$ cat src/design/scog_pkg.sv
// Overview of operation
// Each channel has an excitation enable at bit 3 of 0x03/0x04, reset off.
// Bit 6 picks excitation length: 0 gives 2.5 us, 1 gives 7.5 us.
// Bit 7 picks normal (0, reset) or high speed drive (1) per channel.
// Push-pull channels keep a dead time between one switch off and the other on.
// A short circuit turns that channel's switches off for 50 ms.
// Normal mode trips only after overload lasts longer than 160 us.
// Bit 6 of 0x06, reset 1, selects smart (1) or normal (0) detection.
// Smart mode integrator counts up each clock while its channel is overloaded.
// Without overload the integrator counts down once per ratio-set waiting interval.
// Ratio field bits 5:4: 00=1:4, 01=1:8, 10=1:10, 11=1:15, reset 10.
// Integrator at overload level turns channel off 50 ms and clears its flag.
// Mask bit 4 of 0x08, reset 1, gates cleared flags onto diagnostic output.
// After shutdown, switches retry with flag held; 1 ms clean sets the flag again.
// Threshold and down-count interval make tolerated on/off ratio match setting.
// Enabled excitation pulse starts at each switch-on and lasts the chosen time.
package scog_pkg;
    localparam int CLK_PERIOD_NS = 50;

    localparam logic [7:0] ADDR_CH1_CFG  = 8'h03;
    localparam logic [7:0] ADDR_CH2_CFG  = 8'h04;
    localparam logic [7:0] ADDR_PROT_CFG = 8'h06;
    localparam logic [7:0] ADDR_DIAG_CFG = 8'h08;
    localparam logic [7:0] ADDR_STATUS   = 8'h0A;

    localparam int BIT_FAST_DRIVE   = 7;
    localparam int BIT_EXCITE_DUR   = 6;
    localparam int BIT_RATIO_LSB    = 4;
    localparam int BIT_EXCITE_EN    = 3;
    localparam int BIT_SMART_SELECT = 6;
    localparam int BIT_DIAG_MASK    = 4;

    localparam logic [7:0] CH_CFG_RESET   = 8'h20;
    localparam logic [7:0] CH_CFG_MASK    = 8'hF8;
    localparam logic [7:0] PROT_CFG_RESET = 8'h40;
    localparam logic [7:0] PROT_CFG_MASK  = 8'h40;
    localparam logic [7:0] DIAG_CFG_RESET = 8'h10;
    localparam logic [7:0] DIAG_CFG_MASK  = 8'h10;

    localparam int EXC_SHORT_NS  = 2500;
    localparam int EXC_LONG_NS   = 7500;
    localparam int EXC_SHORT_CYC = (EXC_SHORT_NS + CLK_PERIOD_NS - 1) / CLK_PERIOD_NS;
    localparam int EXC_LONG_CYC  = (EXC_LONG_NS + CLK_PERIOD_NS - 1) / CLK_PERIOD_NS;
    localparam int DEAD_NS       = 500;
    localparam int DEAD_CYC      = (DEAD_NS + CLK_PERIOD_NS - 1) / CLK_PERIOD_NS;
    localparam int NORMAL_US     = 160;
    localparam int NORMAL_CYC    = NORMAL_US * 1000 / CLK_PERIOD_NS;
    localparam int SHUT_MS       = 50;
    localparam int SHUT_CYC      = SHUT_MS * 1000000 / CLK_PERIOD_NS;
    localparam int RETRY_MS      = 1;
    localparam int RETRY_CYC     = RETRY_MS * 1000000 / CLK_PERIOD_NS;
    localparam int SMART_LEVEL   = NORMAL_CYC;

    localparam logic [3:0] RATIO_WAIT_4  = 4'h4;
    localparam logic [3:0] RATIO_WAIT_8  = 4'h8;
    localparam logic [3:0] RATIO_WAIT_10 = 4'hA;
    localparam logic [3:0] RATIO_WAIT_15 = 4'hF;

    typedef enum logic [1:0] {GUARD_RUN, GUARD_SHUT, GUARD_RETRY} scog_guard_t;

    // Cycles without overload per integrator down-step
    function automatic logic [3:0] ratio_wait(input logic [1:0] ratio);
        logic [3:0] w;
        if (ratio == 2'h0) begin
            w = RATIO_WAIT_4;
        end else if (ratio == 2'h1) begin
            w = RATIO_WAIT_8;
        end else if (ratio == 2'h2) begin
            w = RATIO_WAIT_10;
        end else begin
            w = RATIO_WAIT_15;
        end
        return w;
    endfunction

    function automatic logic [7:0] excite_cycles(input logic long_pulse);
        return long_pulse ? 8'(EXC_LONG_CYC) : 8'(EXC_SHORT_CYC);
    endfunction
endpackage

$ cat src/design/scog_top.sv
`timescale 1ns/100ps
module scog_top
    import scog_pkg::*;
#(
    parameter int SHUT_CYCLES  = SHUT_CYC,
    parameter int RETRY_CYCLES = RETRY_CYC,
    parameter int SMART_COUNT  = SMART_LEVEL,
    parameter int DEAD_CYCLES  = DEAD_CYC
) (
    input  wire logic       i_clk,              // System clock, 20 MHz
    input  wire logic       i_rst,              // Synchronous reset, active high
    input  wire logic       i_ce,               // Clock enable, freezes state when low
    input  wire logic       i_reg_wr,           // Register write strobe
    input  wire logic [7:0] i_reg_addr,         // Register address
    input  wire logic [7:0] i_reg_wdata,        // Register write data
    output logic      [7:0] o_reg_rdata,        // Registered read data
    input  wire logic [1:0] i_hs_req,           // High-side switch requested, per channel
    input  wire logic [1:0] i_ls_req,           // Low-side switch requested, per channel
    input  wire logic [1:0] i_pushpull,         // Channel runs push-pull
    input  wire logic [1:0] i_ovl,              // Channel in current limit
    input  wire logic [1:0] i_short,            // Channel short circuit
    output logic      [1:0] o_hs_on,            // High-side switch on
    output logic      [1:0] o_ls_on,            // Low-side switch on
    output logic      [1:0] o_excite,           // Excitation current on
    output logic      [1:0] o_fast_drive,       // High speed drive selected
    output logic      [1:0] o_overload_flag_n,  // Overload flags, low on overload
    output logic            o_diagnostic_out_n  // Diagnostic output, low on fault
);
    localparam int DW = $clog2(DEAD_CYCLES + 1);

    logic [7:0]    ch_cfg_reg [2];
    logic [7:0]    ch_cfg_next [2];
    logic [7:0]    prot_cfg_reg, prot_cfg_next;
    logic [7:0]    diag_cfg_reg, diag_cfg_next;
    logic [7:0]    rdata_reg, rdata_next;

    logic [1:0]    hs_reg, hs_next;
    logic [1:0]    ls_reg, ls_next;
    logic [DW-1:0] dead_reg [2];
    logic [DW-1:0] dead_next [2];
    logic [7:0]    exc_cnt_reg [2];
    logic [7:0]    exc_cnt_next [2];
    logic [1:0]    exc_reg, exc_next;
    logic          diag_n_reg, diag_n_next;

    logic [1:0]    guard_off;
    logic [1:0]    flag_n;
    logic [1:0]    excite_enable;
    logic [1:0]    excite_duration;
    logic [1:0]    fast_drive;
    logic          smart_overload_select;
    logic          overload_diag_mask;

    always_comb begin
        for (int c = 0; c < 2; c++) begin
            excite_enable[c]   = ch_cfg_reg[c][BIT_EXCITE_EN];
            excite_duration[c] = ch_cfg_reg[c][BIT_EXCITE_DUR];
            fast_drive[c]      = ch_cfg_reg[c][BIT_FAST_DRIVE];
        end
        smart_overload_select = prot_cfg_reg[BIT_SMART_SELECT];
        overload_diag_mask    = diag_cfg_reg[BIT_DIAG_MASK];
    end

    // Register file: undefined bits are not stored and read back as zero
    always_comb begin
        ch_cfg_next[0] = ch_cfg_reg[0];
        ch_cfg_next[1] = ch_cfg_reg[1];
        prot_cfg_next  = prot_cfg_reg;
        diag_cfg_next  = diag_cfg_reg;
        if (i_reg_wr) begin
            if (i_reg_addr == ADDR_CH1_CFG) begin
                ch_cfg_next[0] = i_reg_wdata & CH_CFG_MASK;
            end else if (i_reg_addr == ADDR_CH2_CFG) begin
                ch_cfg_next[1] = i_reg_wdata & CH_CFG_MASK;
            end else if (i_reg_addr == ADDR_PROT_CFG) begin
                prot_cfg_next = i_reg_wdata & PROT_CFG_MASK;
            end else if (i_reg_addr == ADDR_DIAG_CFG) begin
                diag_cfg_next = i_reg_wdata & DIAG_CFG_MASK;
            end
        end
        if (i_reg_addr == ADDR_CH1_CFG) begin
            rdata_next = ch_cfg_reg[0];
        end else if (i_reg_addr == ADDR_CH2_CFG) begin
            rdata_next = ch_cfg_reg[1];
        end else if (i_reg_addr == ADDR_PROT_CFG) begin
            rdata_next = prot_cfg_reg;
        end else if (i_reg_addr == ADDR_DIAG_CFG) begin
            rdata_next = diag_cfg_reg;
        end else if (i_reg_addr == ADDR_STATUS) begin
            rdata_next = {6'h00, flag_n};
        end else begin
            rdata_next = 8'h00;
        end
    end

    always_ff @(posedge i_clk) begin
        if (i_rst) begin
            ch_cfg_reg[0] <= CH_CFG_RESET;
            ch_cfg_reg[1] <= CH_CFG_RESET;
            prot_cfg_reg  <= PROT_CFG_RESET;
            diag_cfg_reg  <= DIAG_CFG_RESET;
            rdata_reg     <= 8'h00;
        end else if (i_ce) begin
            ch_cfg_reg[0] <= ch_cfg_next[0];
            ch_cfg_reg[1] <= ch_cfg_next[1];
            prot_cfg_reg  <= prot_cfg_next;
            diag_cfg_reg  <= diag_cfg_next;
            rdata_reg     <= rdata_next;
        end
    end

    for (genvar g = 0; g < 2; g++) begin : g_guard
        scog_guard #(
            .SHUT_CYCLES  (SHUT_CYCLES),
            .RETRY_CYCLES (RETRY_CYCLES),
            .SMART_COUNT  (SMART_COUNT)
        ) u_guard (
            .i_clk    (i_clk),
            .i_rst    (i_rst),
            .i_ce     (i_ce),
            .i_smart  (smart_overload_select),
            .i_ratio  (ch_cfg_reg[g][BIT_RATIO_LSB +: 2]),
            .i_ovl    (i_ovl[g]),
            .i_short  (i_short[g]),
            .o_off    (guard_off[g]),
            .o_flag_n (flag_n[g])
        );
    end

    // Drive stage: in push-pull mode a switch may only close once the other has been open for the
    // dead time; both requested at once is read as high-side only
    always_comb begin
        logic want_hs;
        logic want_ls;
        logic was_on;
        want_hs = 1'b0;
        want_ls = 1'b0;
        was_on  = 1'b0;
        for (int c = 0; c < 2; c++) begin
            want_hs = i_hs_req[c] && !guard_off[c];
            want_ls = i_ls_req[c] && !i_hs_req[c] && !guard_off[c];
            if (i_pushpull[c]) begin
                hs_next[c] = want_hs && (hs_reg[c] || (!ls_reg[c] && dead_reg[c] == '0));
                ls_next[c] = want_ls && (ls_reg[c] || (!hs_reg[c] && dead_reg[c] == '0));
            end else begin
                hs_next[c] = want_hs;
                ls_next[c] = want_ls;
            end
            if ((hs_reg[c] && !hs_next[c]) || (ls_reg[c] && !ls_next[c])) begin
                dead_next[c] = DW'(DEAD_CYCLES);
            end else if (dead_reg[c] != '0) begin
                dead_next[c] = dead_reg[c] - 1'b1;
            end else begin
                dead_next[c] = dead_reg[c];
            end
            was_on = hs_reg[c] || ls_reg[c];
            if (!excite_enable[c]) begin
                exc_cnt_next[c] = 8'h00;
            end else if ((hs_next[c] || ls_next[c]) && !was_on) begin
                exc_cnt_next[c] = excite_cycles(excite_duration[c]);
            end else if (exc_cnt_reg[c] != 8'h00) begin
                exc_cnt_next[c] = exc_cnt_reg[c] - 8'h01;
            end else begin
                exc_cnt_next[c] = exc_cnt_reg[c];
            end
            exc_next[c] = (exc_cnt_next[c] != 8'h00);
        end
        // Overload flags reach the pin only while the mask bit allows it
        diag_n_next = !(overload_diag_mask && (flag_n != 2'h3));
    end

    always_ff @(posedge i_clk) begin
        if (i_rst) begin
            hs_reg          <= 2'h0;
            ls_reg          <= 2'h0;
            dead_reg[0]     <= '0;
            dead_reg[1]     <= '0;
            exc_cnt_reg[0]  <= 8'h00;
            exc_cnt_reg[1]  <= 8'h00;
            exc_reg         <= 2'h0;
            diag_n_reg      <= 1'b1;
        end else if (i_ce) begin
            hs_reg          <= hs_next;
            ls_reg          <= ls_next;
            dead_reg[0]     <= dead_next[0];
            dead_reg[1]     <= dead_next[1];
            exc_cnt_reg[0]  <= exc_cnt_next[0];
            exc_cnt_reg[1]  <= exc_cnt_next[1];
            exc_reg         <= exc_next;
            diag_n_reg      <= diag_n_next;
        end
    end

    assign o_reg_rdata        = rdata_reg;
    assign o_hs_on            = hs_reg;
    assign o_ls_on            = ls_reg;
    assign o_excite           = exc_reg;
    assign o_fast_drive       = fast_drive;
    assign o_overload_flag_n  = flag_n;
    assign o_diagnostic_out_n = diag_n_reg;

    for (genvar a = 0; a < 2; a++) begin : g_check
        a_no_overlap: assert property (@(posedge i_clk) disable iff (i_rst)
            !(hs_reg[a] && ls_reg[a]))
            else $error("both switches of a channel are on");
        a_dead_gap: assert property (@(posedge i_clk) disable iff (i_rst || !i_ce)
            i_pushpull[a] && !hs_reg[a] && hs_next[a] |-> dead_reg[a] == '0 && !ls_reg[a])
            else $error("high-side closed inside the dead time");
        a_off_opens: assert property (@(posedge i_clk) disable iff (i_rst || !i_ce)
            guard_off[a] |=> !hs_reg[a] && !ls_reg[a])
            else $error("switch stayed on during shutdown");
        a_excite_start: assert property (@(posedge i_clk) disable iff (i_rst || !i_ce)
            excite_enable[a] && !hs_reg[a] && !ls_reg[a] && (hs_next[a] || ls_next[a])
            |=> exc_reg[a] && exc_cnt_reg[a] == excite_cycles($past(excite_duration[a])))
            else $error("excitation pulse did not start at switch-on");
        a_excite_end: assert property (@(posedge i_clk) disable iff (i_rst || !i_ce)
            exc_cnt_reg[a] == 8'h01 && (hs_reg[a] || ls_reg[a] || !(hs_next[a] || ls_next[a]))
            |=> !exc_reg[a])
            else $error("excitation pulse ran past its length");
        a_excite_off: assert property (@(posedge i_clk) disable iff (i_rst || !i_ce)
            !excite_enable[a] |=> !exc_reg[a])
            else $error("excitation on while disabled");
    end

    a_reset_values: assert property (@(posedge i_clk)
        $past(i_rst) |-> smart_overload_select && overload_diag_mask && excite_enable == 2'h0
            && fast_drive == 2'h0 && excite_duration == 2'h0
            && ch_cfg_reg[0][BIT_RATIO_LSB +: 2] == 2'h2)
        else $error("configuration reset values wrong");
    a_diag_masked: assert property (@(posedge i_clk) disable iff (i_rst || !i_ce)
        !overload_diag_mask |=> o_diagnostic_out_n)
        else $error("masked overload reached the diagnostic output");
    a_diag_shows: assert property (@(posedge i_clk) disable iff (i_rst || !i_ce)
        overload_diag_mask && flag_n != 2'h3 |=> !o_diagnostic_out_n)
        else $error("overload not shown on the diagnostic output");
endmodule

$ cat src/design/scog_guard.sv
`timescale 1ns/100ps
module scog_guard
    import scog_pkg::*;
#(
    parameter int SHUT_CYCLES  = SHUT_CYC,
    parameter int RETRY_CYCLES = RETRY_CYC,
    parameter int SMART_COUNT  = SMART_LEVEL
) (
    input  wire logic       i_clk,    // System clock
    input  wire logic       i_rst,    // Synchronous reset
    input  wire logic       i_ce,     // Clock enable
    input  wire logic       i_smart,  // Smart detection selected
    input  wire logic [1:0] i_ratio,  // Overload ratio setting
    input  wire logic       i_ovl,    // Switch in current limit
    input  wire logic       i_short,  // Short circuit detected
    output logic            o_off,    // Switches forced off
    output logic            o_flag_n  // Overload flag, low on overload
);
    localparam int LONGEST = (SHUT_CYCLES > RETRY_CYCLES) ? SHUT_CYCLES : RETRY_CYCLES;
    localparam int TW = $clog2(LONGEST + 1);
    localparam int NW = $clog2(NORMAL_CYC + 1);
    localparam int IW = $clog2(SMART_COUNT + 1);

    scog_guard_t   state_reg, state_next;
    logic [TW-1:0] timer_reg, timer_next;
    logic [NW-1:0] filt_reg,  filt_next;
    logic [IW-1:0] integ_reg, integ_next;
    logic [3:0]    wait_reg,  wait_next;
    logic          flag_n_reg, flag_n_next;
    logic          trip;

    always_comb begin
        trip = i_short
            | (!i_smart && i_ovl && filt_reg == NW'(NORMAL_CYC))
            | (i_smart && integ_reg >= IW'(SMART_COUNT));
        state_next  = state_reg;
        timer_next  = timer_reg;
        flag_n_next = flag_n_reg;
        filt_next   = i_ovl ? ((filt_reg == NW'(NORMAL_CYC)) ? filt_reg : filt_reg + 1'b1)
                            : '0;
        integ_next  = integ_reg;
        wait_next   = wait_reg;
        if (i_ovl) begin
            wait_next = '0;
            if (integ_reg < IW'(SMART_COUNT)) begin
                integ_next = integ_reg + 1'b1;
            end
        end else if (wait_reg >= ratio_wait(i_ratio) - 4'h1) begin
            // One down-step per N clean cycles tolerates a 1:N on/off ratio
            wait_next = '0;
            if (integ_reg != '0) begin
                integ_next = integ_reg - 1'b1;
            end
        end else begin
            wait_next = wait_reg + 4'h1;
        end
        case (state_reg)
            GUARD_RUN: begin
                if (trip) begin
                    state_next  = GUARD_SHUT;
                    timer_next  = '0;
                    flag_n_next = 1'b0;
                end
            end
            GUARD_SHUT: begin
                filt_next  = '0;
                integ_next = '0;
                wait_next  = '0;
                if (timer_reg == TW'(SHUT_CYCLES - 1)) begin
                    state_next = GUARD_RETRY;
                    timer_next = '0;
                end else begin
                    timer_next = timer_reg + 1'b1;
                end
            end
            GUARD_RETRY: begin
                if (trip) begin
                    state_next = GUARD_SHUT;
                    timer_next = '0;
                end else if (timer_reg == TW'(RETRY_CYCLES - 1)) begin
                    state_next  = GUARD_RUN;
                    flag_n_next = 1'b1;
                end else begin
                    timer_next = timer_reg + 1'b1;
                end
            end
            default: begin
                state_next = GUARD_RUN;
            end
        endcase
    end

    always_ff @(posedge i_clk) begin
        if (i_rst) begin
            state_reg  <= GUARD_RUN;
            timer_reg  <= '0;
            filt_reg   <= '0;
            integ_reg  <= '0;
            wait_reg   <= '0;
            flag_n_reg <= 1'b1;
        end else if (i_ce) begin
            state_reg  <= state_next;
            timer_reg  <= timer_next;
            filt_reg   <= filt_next;
            integ_reg  <= integ_next;
            wait_reg   <= wait_next;
            flag_n_reg <= flag_n_next;
        end
    end

    assign o_off    = (state_reg == GUARD_SHUT);
    assign o_flag_n = flag_n_reg;

    a_short_trips: assert property (@(posedge i_clk) disable iff (i_rst || !i_ce)
        state_reg == GUARD_RUN && i_short |=> o_off && !o_flag_n)
        else $error("short circuit did not shut the channel");
    a_normal_filter: assert property (@(posedge i_clk) disable iff (i_rst || !i_ce)
        state_reg == GUARD_RUN && !i_smart && !i_short && filt_reg < NW'(NORMAL_CYC)
        |=> state_reg == GUARD_RUN)
        else $error("normal mode tripped before the filter time");
    a_integ_step: assert property (@(posedge i_clk) disable iff (i_rst || !i_ce)
        state_reg == GUARD_RUN && i_ovl && integ_reg < IW'(SMART_COUNT)
        |=> integ_reg == $past(integ_reg) + 1'b1)
        else $error("integrator missed an up step");
    a_shut_ends: assert property (@(posedge i_clk) disable iff (i_rst || !i_ce)
        state_reg == GUARD_SHUT && timer_reg == TW'(SHUT_CYCLES - 1)
        |=> state_reg == GUARD_RETRY && !o_off && !o_flag_n)
        else $error("shutdown did not end in retry");
    a_retry_release: assert property (@(posedge i_clk) disable iff (i_rst || !i_ce)
        state_reg == GUARD_RETRY && !trip && timer_reg == TW'(RETRY_CYCLES - 1)
        |=> state_reg == GUARD_RUN && o_flag_n)
        else $error("flag not restored after clean retry");
endmodule

$ cat config.mk
export PLATFORM = sky130hd
export DESIGN_NAME = scog_top
export DESIGN_NICKNAME = d
export VERILOG_FILES = /design/src/design/scog_pkg.sv /design/src/design/scog_top.sv /design/src/design/scog_guard.sv
export SDC_FILE = /design/constraint.sdc
export NUM_CORES = 1
export LEC_CHECK = 0
export ABC_CLOCK_PERIOD_IN_PS = 4500
export BUFFER_PORTS_ARGS = -buffer_cell sky130_fd_sc_hd__buf_2
export CORE_MARGIN = 2
export CORE_UTILIZATION = 55
export CTS_CLUSTER_DIAMETER = 100
export DETAILED_ROUTE_END_ITERATION = 8
export PLACE_DENSITY = 0.77
export SLEW_MARGIN = 20
export SYNTH_ARGS = -nofsm -noshare
export SYNTH_HDL_FRONTEND = slang
export SYNTH_SLANG_ARGS = --single-unit
$ cat constraint.sdc
create_clock -name i_clk -period 4.5 [get_ports i_clk]
set_input_delay 0.675 -clock i_clk [delete_from_list [all_inputs] [get_ports i_clk]]
set_output_delay 0.675 -clock i_clk [all_outputs]
set_load 0.01 [all_outputs]
==> flow_metrics.py <==
metrics = {
    "setup_path": {
        "crit_fanout": 24,
        "critical_path.top_delay_family": "simple AND/OR/NAND/NOR gates",
        "crit_buf_inv": 1,
        "cp_common_cell": "a21oi_1",
        "cp-end-kind": "register",
        "crit_path_cell_trace": "inv_1 -> ha_1 -> nor2_1 -> a21oi_1 -> nand2_1 -> or2_1 -> or4_1 -> a21oi_1",
        "rrSetupSlack_ps": 1570,
        "r2r-start": "g_guard[0].u_guard.state_reg[1]",
        "cp.arrival_ps": 3280,
        "crit_path_top_delay_cell": "ha_1",
        "cpPeakStageDelay_ps": 710,
        "crit_path_start_kind": "register",
        "critical_path_class": "reg -> reg",
        "startpoint": "g_guard[0].u_guard.state_reg[1]",
        "worstPathRequired_ps": 4860,
    },
    "timing": {
        "rsz0062_at_grt": "false",
        "hold_violations": 0,
        "post-route-period-util": 0.650,
        "tns_ps": 0,
        "fin_skew_ps": 7.69,
        "finalMaxSlewViolations": 0,
        "period_minus_slack_ps": 2930,
        "finalSetupViolCount": 0,
        "hold_slack_ps": 471,
        "fmax_mhz": 342,
        "slew_headroom": 0.414,
        "tightest_slew_ps": 876,
        "postLayoutSetupSlackWorst_ps": 1570,
    },
    "clocking": {
        "htree_levels": 4,
        "cts-hold-fix-buffers": 0,
        "cts_buffers": 17,
        "cts_tree": "done",
        "ctsResizeCount": 0,
        "clk_pin_slew_ps": 60,
        "clock_path_buffers": 2,
        "cts_setup_buffers": 0,
        "cts_root_buf": "clkbuf_16",
        "clock_latency_ps": 430,
        "clock-sinks": 152,
    },
    "power_and_ir_drop": {
        "ir_drop_mv": 0.320,
        "power_density_nw_per_um2": 366,
        "power.leakage_nw": 3.85,
    },
    "layout": {
        "instances_no_fill": 1307,
        "synthToLayoutAreaGrowth_pct": 10.6,
        "finish.net_count": 1163,
        "n_antenna_cell": 0,
        "largest_register_ffs": 40,
        "fillCellCount": 1406,
        "multiInputGateArea_sq_um": 5160,
        "ff_latch_area_sq_um": 3380,
        "drive_gt1_frac": 0.102,
    },
    "job": {
        "cap_viol_max_count": 0,
    },
    "die": {
        "dieWidth_um": 131,
        "initial_core_util": 0.562,
        "num_rows": 46,
        "die_area_sq_um": 17300,
        "ios": 49,
        "die_height_um": 131,
        "core_sq_um": 15900,
    },
    "routing": {
        "drc_errors": 0,
        "wl_um": 19000,
        "drt_first_pass_iters": 5,
        "wl_per_cell_um": 14.6,
        "ant_nets": 0,
        "drt_iter0_markers": 460,
        "vias": 7603,
        "viasPerCell": 5.82,
    },
    "yosys": {
        "ys_async_sr_fraction": 0,
        "synth_top_area_share": 0.265,
        "ys_seq_elements": 152,
        "synthCells": 1047,
        "seq_area_frac_synth": 0.379,
        "synth_area_per_cell_sq_um": 8.53,
        "synth_area_leader_cell": "dfxtp_1",
        "synthFlopType": "dfxtp_1",
        "ys_types": 82,
        "synthTopCellsByArea": "dfxtp_1 26%, edfxtp_1 11%, ha_1 7.3%, nor2_1 5.7%, xor2_1 3.8%",
        "ys.warnings.count": 0,
        "yosysMostFrequentCell": "nor2_1",
        "synth_edf_count": 34,
        "yosys-top-cells-count": "136 x nor2_1, 118 x dfxtp_1, 86 x nand2_1, 64 x a21oi_1, 52 x ha_1",
        "syn_area_sq_um": 8930,
        "syn_nets": 1131,
    },
    "outcome": {
        "status": "completed",
    },
    "grt": {
        "grt_max_degree": 41,
        "grt_pass1_vias": 7024,
        "overflow": 0,
        "antenna_found_initial": 0,
        "grt_use_total": 0.227,
        "grt_pass1_wl_um": 32800,
    },
    "placed_design": {
        "place.port_buffers": 44,
        "dp_cells": 1276,
        "place_ws_ps": 1410,
        "gp_congestion": 0.869,
        "dpl.hpwl_um": 13200,
    },
    "hold_path": {
        "hp-start": "g_guard[0].u_guard.timer_reg[1]",
        "hold_path.class": "reg -> reg",
    },
}
-- cell usage in the layout, fill, tap and decap left out, types with 39 or more instances in the layout --
cell / synthesis / layout
ha_1: 52 / 52
dfxtp_1: 118 / 118
nor3_1: 40 / 40
inv_1: 48 / 48
buf_2: 5 / 44
xor2_1: 39 / 39
nand3_1: 45 / 45
nand2_1: 86 / 86
a21oi_1: 64 / 64
o21ai_0: 47 / 47
nor2_1: 136 / 136
-- worst reg2reg max path: cells and delay by family, from the launching register on --
family | cells | cell delay, ps
DFF | 1 | 340
AOI/OAI and AO/OA | 2 | 350
and+or+nand+nor | 4 | 1380
adders and majority gates | 1 | 710
buffers and inverters | 1 | 90
-- through the flow --
step | power (W) | utilization | area (sq um)
after floorplan | 0.00204 | - | 8930
after CTS | 0.00364 | 0.622 | 9870
final | 0.00361 | 0.622 | 9870
after global routing | 0.00380 | 0.622 | 9870
after detailed placement | 0.00218 | 0.583 | 9260
after global placement | 0.00216 | 0.583 | 9260
-- cell type report --
class / count / share of cell area
clock buffers: 23 / 0.0539
clock inverters: 8 / 0.00824
inverters: 49 / 0.0186
multi-input cells: 810 / 0.523
flip-flops and latches: 152 / 0.343
well taps: 216 / 0.0274
repair buffers: 49 / 0.0261
-- power breakdown --
part / total [W] / internal [W] / switching (W)
logic: 0.000609 / 0.000249 / 0.000360
clock network: 0.00146 / 0.000889 / 0.000568
registers: 0.00155 / 0.00147 / 0.0000738
-- kinds of logic (layout without fill, tap and decap cells) --
group,count (synthesis),after routing,synth area share
and+or+nand+nor,463,463,0.267
AOI/OAI and AO/OA,220,220,0.163
DFF,152,152,0.379
buffers and inverters,85,129,0.0423
xor gates and xnor gates,67,67,0.0657
adders and majority gates,54,54,0.0774
muxes,5,5,0.00575
other,1,1,0.000420
-- metal layers --
metal	GRT usage	part of all wire	vias up
met5	0	0	-
met4	0.0791	0.018	0
met3	0.0517	0.052	30
met2	0.360	0.45	174
met1	0.307	0.48	3561
li1	-	-	3838
-- path summary, 6_finish.rpt --
kind,end,cells past startpoint
min reg2reg,g_guard[0].u_guard.timer_reg[1],2
max reg2reg,g_guard[0].u_guard.integ_reg[2],8
max,g_guard[0].u_guard.integ_reg[2],8
min,g_guard[0].u_guard.timer_reg[1],2
Note: power is estimated with default switching activity, not from simulation.
